**config.mk**
```make
export PLATFORM = sky130hd
export DESIGN_NAME = ptr_rng
export DESIGN_NICKNAME = d
export VERILOG_FILES = /design/src/ptr_dummy_unused.sv /design/src/ptr_pkg.sv /design/src/ptr_rng.sv /design/src/ptr_fifo.sv
export SDC_FILE = /design/constraint.sdc
export NUM_CORES = 1
export LEC_CHECK = 0
export ABC_AREA = 1
export BUFFER_PORTS_ARGS = -buffer_cell sky130_fd_sc_hd__buf_2
export CAP_MARGIN = 30
export CORE_MARGIN = 3
export CORE_UTILIZATION = 55
export CTS_CLUSTER_DIAMETER = 50
export DETAILED_ROUTE_END_ITERATION = 10
export PLACE_DENSITY = 0.71
export SLEW_MARGIN = 15
export SYNTH_ARGS = -nofsm -noshare
export SYNTH_HDL_FRONTEND = slang
export SYNTH_HIERARCHICAL = 1
export SYNTH_SLANG_ARGS = --single-unit
```
**constraint.sdc**
```tcl
create_clock -name clock -period 11.2 [get_ports clock]
set_clock_uncertainty 0.1 [all_clocks]
set_input_delay 2.24 -clock clock [delete_from_list [all_inputs] [get_ports clock]]
set_output_delay 2.24 -clock clock [all_outputs]
set_load 0.02 [all_outputs]
```
**src/ptr_dummy_unused.sv**
```systemverilog
`timescale 1ns/1ps

```
**src/ptr_pkg.sv**
```systemverilog
// Purpose: shared constants and types of the gated true random number source
// Assumes: one raw entropy bit per accepted cycle, 40 MHz system clock
// Notes: test limits are plain defaults and may be tuned per process corner
package ptr_pkg;
  // delivered word width
  localparam int WORD_W = 32;
  // raw bits folded into one internal bit by the xor compressor
  localparam int FOLD = 2;
  // identical raw bits in a row that mean the source is dead
  localparam int RUN_LIMIT = 32;
  // raw bits per online test window
  localparam int WIN_LEN = 256;
  // lowest and highest tolerated count of ones in a window
  localparam int ONES_LO = 96;
  localparam int ONES_HI = 160;
  // output buffer depth in words
  localparam int FIFO_DEPTH = 8;

  // gate state
  typedef enum logic [1:0] {
    PTR_ST_POWERUP = 2'b00,  // first window running, output blocked
    PTR_ST_RUN = 2'b01,      // tests passing, words may leave
    PTR_ST_FAIL = 2'b10      // sticky, only reset leaves it
  } ptr_state_e;

  // status seen by the consumer
  typedef struct packed {
    logic total_fail;  // source stuck
    logic stat_fail;   // window statistics out of range
    logic test_ok;     // power-up test passed and no failure
  } ptr_stat_s;
endpackage : ptr_pkg

```
**src/ptr_rng.sv**
```systemverilog
// Purpose: health-gated true random word source
// Assumes: raw bits arrive synchronous with raw_valid, consumer takes words by valid/ready
// Notes: every failure is sticky until rstn; the buffer is flushed on any failure
`timescale 1ns/1ps
`default_nettype none
////////////////////////////////////////////////////////////////////////////////
module ptr_rng
  import ptr_pkg::*;
#(
  parameter int RUN = ptr_pkg::RUN_LIMIT,
  parameter int WIN = ptr_pkg::WIN_LEN
) (
  input wire logic clock,
  input wire logic rstn,
  input wire logic raw_bit,
  input wire logic raw_valid,
  output logic raw_ready,
  output logic [ptr_pkg::WORD_W-1:0] rnd_word,
  output logic rnd_valid,
  input wire logic rnd_ready,
  output ptr_pkg::ptr_stat_s status
);
  import ptr_pkg::*;
  // elaboration check: quarantine must end before the next word completes
  if (RUN < 2 || RUN > WORD_W * FOLD) begin : g_bad_run
    $error("RUN out of range");
  end
  // elaboration check: the ones limits must fit inside one window
  if (WIN < 16 || ONES_HI >= WIN) begin : g_bad_win
    $error("WIN too small");
  end

  localparam int RW = $clog2(RUN + 1);
  localparam int WW = $clog2(WIN + 1);
  localparam int BW = $clog2(WORD_W * FOLD + 1);

  ////////////////////////////////////////////////////////////////////////////////
  // raw intake
  logic take;                 // raw bit accepted this cycle
  ptr_state_e state_r;        // gate state
  logic tot_fail_r;           // stuck source seen
  logic st_fail_r;            // statistics defect seen
  assign take = raw_valid && raw_ready && state_r != PTR_ST_FAIL;

  ////////////////////////////////////////////////////////////////////////////////
  // total failure: run of identical raw bits
  logic last_r;               // previous raw bit
  logic [RW-1:0] run_r;       // current run length
  logic tot_hit;
  assign tot_hit = take && raw_bit == last_r && run_r == RW'(RUN - 1);

  always_ff @(posedge clock or negedge rstn) begin
    if (!rstn) begin
      last_r <= 1'b0;
      run_r <= '0;
    end else if (take) begin
      last_r <= raw_bit;
      run_r <= (raw_bit == last_r) ? run_r + 1'b1 : RW'(1);
    end
  end

  ////////////////////////////////////////////////////////////////////////////////
  // online test: ones count per window
  logic [WW-1:0] wcnt_r;      // bits in current window
  logic [WW-1:0] ones_r;      // ones in current window
  logic [WW-1:0] ones_fin;    // count including this bit
  logic win_end, win_bad;
  assign ones_fin = ones_r + WW'(raw_bit);
  assign win_end = take && wcnt_r == WW'(WIN - 1);
  assign win_bad = ones_fin < WW'(ONES_LO) || ones_fin > WW'(ONES_HI);

  always_ff @(posedge clock or negedge rstn) begin
    if (!rstn) begin
      wcnt_r <= '0;
      ones_r <= '0;
    end else if (win_end) begin
      wcnt_r <= '0;
      ones_r <= '0;
    end else if (take) begin
      wcnt_r <= wcnt_r + 1'b1;
      ones_r <= ones_fin;
    end
  end

  ////////////////////////////////////////////////////////////////////////////////
  // gate state machine
  ptr_state_e state_nxt;
  always_comb begin
    state_nxt = state_r;
    case (state_r)
      PTR_ST_POWERUP: begin
        if (tot_hit || (win_end && win_bad)) begin
          state_nxt = PTR_ST_FAIL;
        end else if (win_end) begin
          state_nxt = PTR_ST_RUN;
        end
      end
      PTR_ST_RUN: begin
        if (tot_hit || (win_end && win_bad)) begin
          state_nxt = PTR_ST_FAIL;
        end
      end
      PTR_ST_FAIL: state_nxt = PTR_ST_FAIL;
      default: state_nxt = PTR_ST_FAIL;
    endcase
  end

  always_ff @(posedge clock or negedge rstn) begin
    if (!rstn) begin
      state_r <= PTR_ST_POWERUP;
      tot_fail_r <= 1'b0;
      st_fail_r <= 1'b0;
    end else begin
      state_r <= state_nxt;
      tot_fail_r <= tot_fail_r || tot_hit;
      st_fail_r <= st_fail_r || (win_end && win_bad && state_r != PTR_ST_FAIL);
    end
  end

  ////////////////////////////////////////////////////////////////////////////////
  // post-processing: xor fold and word assembly
  logic fold_r;               // partial xor of current group
  logic [BW-1:0] bcnt_r;      // raw bits in current word
  logic [WORD_W-1:0] asm_r;   // word under assembly
  logic fold_last, word_done, fbit;
  assign fold_last = bcnt_r[0] == 1'b1;  // second bit of a pair
  assign fbit = fold_r ^ raw_bit;
  assign word_done = take && bcnt_r == BW'(WORD_W * FOLD - 1);

  always_ff @(posedge clock or negedge rstn) begin
    if (!rstn) begin
      fold_r <= 1'b0;
      bcnt_r <= '0;
      asm_r <= '0;
    end else if (take) begin
      fold_r <= fold_last ? 1'b0 : raw_bit;
      bcnt_r <= word_done ? '0 : bcnt_r + 1'b1;
      // shift folded bits into 32-bit word
      if (fold_last) begin
        asm_r <= {asm_r[WORD_W-2:0], fbit};
      end
    end
  end

  ////////////////////////////////////////////////////////////////////////////////
  // quarantine: a finished word waits RUN clean raw bits, so a stuck run that
  // started inside it is caught before it can leave
  logic pend_v_r;             // word waiting
  logic [WORD_W-1:0] pend_r;  // the waiting word
  logic [RW-1:0] q_r;         // clean raw bits seen since completion
  logic q_done, push, f_ready, flush;
  assign q_done = pend_v_r && q_r == RW'(RUN);
  // nothing enters the buffer unless tests pass
  assign push = q_done && state_r == PTR_ST_RUN && !tot_hit;
  assign flush = state_r == PTR_ST_FAIL;

  always_ff @(posedge clock or negedge rstn) begin
    if (!rstn) begin
      pend_v_r <= 1'b0;
      pend_r <= '0;
      q_r <= '0;
    end else if (state_nxt == PTR_ST_FAIL) begin
      pend_v_r <= 1'b0;
      q_r <= '0;
    end else if (word_done) begin
      pend_v_r <= 1'b1;
      pend_r <= {asm_r[WORD_W-2:0], fbit};
      q_r <= '0;
    end else if (q_done && (f_ready || state_r == PTR_ST_POWERUP)) begin
      // before the first pass the word is dropped, not kept
      pend_v_r <= 1'b0;
    end else if (pend_v_r && take && !q_done) begin
      q_r <= q_r + 1'b1;
    end
  end

  // back-pressure: stop raw intake while a quarantined word cannot leave
  always_ff @(posedge clock or negedge rstn) begin
    if (!rstn) begin
      raw_ready <= 1'b0;
    end else begin
      raw_ready <= state_nxt != PTR_ST_FAIL && !(q_done && !f_ready)
        && !(pend_v_r && q_r == RW'(RUN - 1) && take);
    end
  end

  ////////////////////////////////////////////////////////////////////////////////
  // buffer and output stage
  logic f_valid, f_pop;
  logic [WORD_W-1:0] f_data;
  assign f_pop = f_valid && (!rnd_valid || rnd_ready) && !flush;

  ptr_fifo #(.W(WORD_W), .D(FIFO_DEPTH)) ptr_fifo_i (
    .clock(clock),
    .rstn(rstn),
    .flush(flush),
    .in_valid(push),
    .in_ready(f_ready),
    .in_data(pend_r),
    .out_valid(f_valid),
    .out_ready(f_pop),
    .out_data(f_data)
  );

  always_ff @(posedge clock or negedge rstn) begin
    if (!rstn) begin
      rnd_valid <= 1'b0;
      rnd_word <= '0;
    end else if (flush || state_nxt == PTR_ST_FAIL) begin
      rnd_valid <= 1'b0;
      rnd_word <= '0;
    end else if (f_pop) begin
      rnd_valid <= 1'b1;
      rnd_word <= f_data;
    end else if (rnd_ready) begin
      rnd_valid <= 1'b0;
    end
  end

  always_ff @(posedge clock or negedge rstn) begin
    if (!rstn) begin
      status <= '0;
    end else begin
      status.total_fail <= tot_fail_r || tot_hit;
      status.stat_fail <= st_fail_r || (win_end && win_bad);
      status.test_ok <= state_nxt == PTR_ST_RUN;
    end
  end
endmodule : ptr_rng
`default_nettype wire

```
**src/ptr_fifo.sv**
```systemverilog
// Purpose: small word fifo with registered read data
// Assumes: single clock, flush has priority over push and pop
// Notes: show-ahead, out_data is valid whenever out_valid is high
`timescale 1ns/1ps
`default_nettype none
module ptr_fifo #(
  parameter int W = 32,
  parameter int D = 8
) (
  input wire logic clock,
  input wire logic rstn,
  input wire logic flush,
  input wire logic in_valid,
  output logic in_ready,
  input wire logic [W-1:0] in_data,
  output logic out_valid,
  input wire logic out_ready,
  output logic [W-1:0] out_data
);
  localparam int AW = $clog2(D);
  // elaboration check: the pointers wrap cleanly only for a power-of-two depth
  if (D < 2 || (1 << AW) != D) begin : g_bad_depth
    $error("fifo depth must be a power of two");
  end
  logic [W-1:0] mem [D];       // storage
  logic [AW-1:0] wp_r, rp_r;   // pointers
  logic [AW:0] cnt_r;          // fill level
  logic push, pop;
  logic [AW-1:0] rp_use;       // read address this cycle

  assign push = in_valid && in_ready;
  assign pop = out_valid && out_ready;
  assign rp_use = pop ? rp_r + 1'b1 : rp_r;

  // honest full and empty from the fill level
  always_ff @(posedge clock or negedge rstn) begin
    if (!rstn) begin
      wp_r <= '0;
      rp_r <= '0;
      cnt_r <= '0;
      in_ready <= 1'b1;
      out_valid <= 1'b0;
    end else if (flush) begin
      wp_r <= '0;
      rp_r <= '0;
      cnt_r <= '0;
      in_ready <= 1'b1;
      out_valid <= 1'b0;
    end else begin
      wp_r <= push ? wp_r + 1'b1 : wp_r;
      rp_r <= rp_use;
      cnt_r <= cnt_r + (AW+1)'(push) - (AW+1)'(pop);
      in_ready <= (cnt_r + (AW+1)'(push) - (AW+1)'(pop)) != (AW+1)'(D);
      // a word written this cycle is not readable until the next
      out_valid <= (cnt_r - (AW+1)'(pop)) != '0;
    end
  end

  // storage write
  always_ff @(posedge clock) begin
    if (push) begin
      mem[wp_r] <= in_data;
    end
  end

  // registered read data, follows the read pointer
  always_ff @(posedge clock or negedge rstn) begin
    if (!rstn) begin
      out_data <= '0;
    end else begin
      out_data <= mem[rp_use];
    end
  end
endmodule : ptr_fifo
`default_nettype wire

```
==> impl_metrics.ini <==
[run_status]
run_status = finished, final reports clean

[logic_synthesis]
synth.cell_area_sq_mm = 0.01917
synth_top_area_cell = edfxtp_1
postSynthAreaPerCell_sq_um = 9.949
dominantRegCellSynth = edfxtp_1
yosys_warnings = 6
ys_ff_latch = 443
synth_async_sr_flop_share_pct = 42.21
synthesis.instances = 1927
synth.yosys.seq_area_share_pct = 64.52
synth.lib_cells_used.distinct = 38
synth_enable_flop_cells = 256
yosys-top-cells-area = edfxtp_1 (40%), dfrtp_1 (24%), nand2_1 (11%), nand3_1 (6.5%), inv_1 (5.6%)
synthDominantCellAreaShare_pct = 40.10
syn-num-nets = 1948

[die]
initial_core_util_pct = 56.47
rows = 67
die-width_um = 192.7
coreArea_sq_mm = 0.03395
dieArea_sq_mm = 0.03713
top_level_ports = 42
fp.dieH_um = 192.7

[setup_path]
critical_path_class = input pin to register
cp_max_fo = 73
worst_path_arrival_time_ns = 6.17
critical_path.startpoint = rnd_ready
worst_ep_required_time_ns = 11.53
endpoint_kind = register
kind_of_start_point_of_the_critical_path = input pin
worst_r2r_startpoint = ptr_fifo_i/out_valid

[global_route]
grt_max_degree = 90
via_count_of_the_first_global_routing_pass = 13000
grt_overflow_total = 0
grt_antenna_before_repair = 0
grtUsageTotal_pct = 23.39
grt_pass1_wl_um = 67760

[place]
buffers_added_on_ports = 41
post-dp-hpwl_um = 21590
gp_congestion = 0.8057
placement.setup.worst_slack_ns = 4.568

[clocking]
postCtsHoldBufs = 0
clk_transition_reported_paths_ns = 0.06
clk_root_buffer_cell = clkbuf_16
clkLatencyLatePin_ns = 0.56
cts_tree = yes
clock_tree.buffer_depth = 3
htreeDepth = 2
cts.sinks = 443
tritoncts_buffers = 47
postCtsResizedCells = 0
cts_setup_buffers = 0

[sta]
report.final.slew_viol_count = 0
rsz0062_at_grt = no
actual_transition_at_the_worst_max_transition_pin_ns = 0.9411
finalSetupViolCount = 0
hold_slack_ns = 0.3623
timing.final.ws_setup_ns = 5.361
worst_slew_margin_rel_pct = 37.19
hold_violations = 0
finalSetupTns_ns = 0
layout_min_cycle_time_ns = 5.839
max_freq_ghz = 0.1713
min_period_over_period_pct = 52.13

[pwr]
peakVddDrop_v = 0.0004359
cellPowerDensity_mw_per_mm2 = 285.1
static-leakage-power_nw = 10.19

[detailed_routing]
drtAntennaViolNets = 0
drt-wirelength-per-cell_um = 17.56
remaining_drc_errors = 0
firstDrtPassIters = 8
detail_route.vias_per_cell = 5.472
drt_iter0_drc = 957
via_count = 13250
totalWireLength_um = 42520

[cells_and_area]
final_antenna_diode_count = 0
area.growth.synth_to_final_pct = 11.92
layout.cells.most_common = nand2_1
fraction_of_layout_instances_using_a_drive_strength_above_1_pct = 8.971
register_area_sq_mm = 0.01237
multi_input_area_sq_mm = 0.005310
highest_count_cells_in_the_layout_ignoring_fill_and_taps = nand2_1 (544), inv_1 (286), edfxtp_1 (256)
final_net_count = 1956
n_fill_cell = 2621

[flow_run]
max_cap_violations = 0

[min_path]
worst_hold_startpoint = st_fail_r
worst_hold_path_type = register to register
[where the power goes]
part | internal, mW | switching (mW) | total, mW
logic | 0.730 | 1.62 | 2.36
registers | 1.97 | 0.163 | 2.13
clock network | 0.987 | 0.641 | 1.63
[registers in the layout, indices dropped and copies added (netlist names), 2 cells and up]
signal	count
wcnt_r	9
pend_r	32
ptr_fifo_i/wp_r	3
state_r	2
run_r	6
bcnt_r	7
asm_r	31
q_r	6
rnd_word	32
ptr_fifo_i/out_data	32
status	3
ptr_fifo_i/cnt_r	4
ones_r	9
ptr_fifo_i/rp_r	3
ptr_fifo_i/mem	256
[synth_stat cells (3+ instances only)]
| master | instances |
|---|---|
| inv_2 | 4 |
| o22ai_1 | 8 |
| nand2_2 | 3 |
| buf_2 | 59 |
| buf_4 | 10 |
| xnor2_1 | 5 |
| nand3b_1 | 32 |
| edfxtp_1 | 256 |
| inv_1 | 286 |
| nor3_1 | 10 |
| xor2_1 | 11 |
| nand3_1 | 249 |
| buf_6 | 3 |
| nand4_1 | 100 |
| nor2_1 | 51 |
| ha_1 | 15 |
| nand2_1 | 547 |
| a21oi_1 | 18 |
| clkbuf_1 | 33 |
| o21ai_0 | 21 |
| dfrtp_1 | 186 |
[cell type report]
cell class / instances / share of cell area (%)
timing repair buffer: 65 / 2.175
sequential: 443 / 57.65
clock inverter: 26 / 1.540
tap: 448 / 2.613
clock buffer: 61 / 6.205
multi-input combinational: 1088 / 24.75
inverter: 290 / 5.073
[critical path, stage by stage]
cell,delay (ns)
buf_2,0.08
nor2_1,0.03
inv_1,0.08
nand3_2,0.38
inv_1,0.15
buf_4,0.46
nand3_4,0.63
nand2_4,0.76
buf_4,0.79
nand2_1,0.13
nand3_1,0.12
nand2_1,0.09
nand2_1,0.08
nand2_1,0.07
[metal layers]
layer	vias up	routed length (um)	GRT usage, %
met3	89	2786	3.433
met2	479	21100	40.07
met4	0	1064	8.546
met1	6358	17570	30.51
met5	-	0	0
li1	6321	-	-
[logic make-up (layout without fill, tap and decap cells)]
group,Yosys count,in the layout,synth area share (%)
and+or+nand+nor,1002,1002,23.61
buffers and inverters,396,442,8.452
AOI/OAI and AO/OA,53,53,1.521
xor gates and xnor gates,17,17,0.8158
DFF,443,443,64.52
adders and majority gates,16,16,1.083
[path summary, 6_finish.rpt]
path / end / slack (ns) / cells after the start
max: ptr_fifo_i/out_data[19] / 5.36 / 14
min: status[1] / 0.36 / 2
max in group asynchronous: bcnt_r[4] / 7.56 / 4
max reg2reg: ptr_fifo_i/out_data[19] / 6.67 / 11
min in group asynchronous: rnd_word[8] / 1.53 / 1
min reg2reg: status[1] / 0.36 / 2
[stage by stage]
step	total power, mW	utilization [%]	instances	cell area, sq um
floorplan	3.873	-	1927	19170
finish	6.116	63.20	2421	21460
global route	6.514	63.20	2421	21460
global placement	4.374	58.00	2330	19690
CTS	6.097	62.95	2418	21370
detailed placement	4.450	58.06	2331	19710
Note: power is estimated with default switching activity, not from simulation.
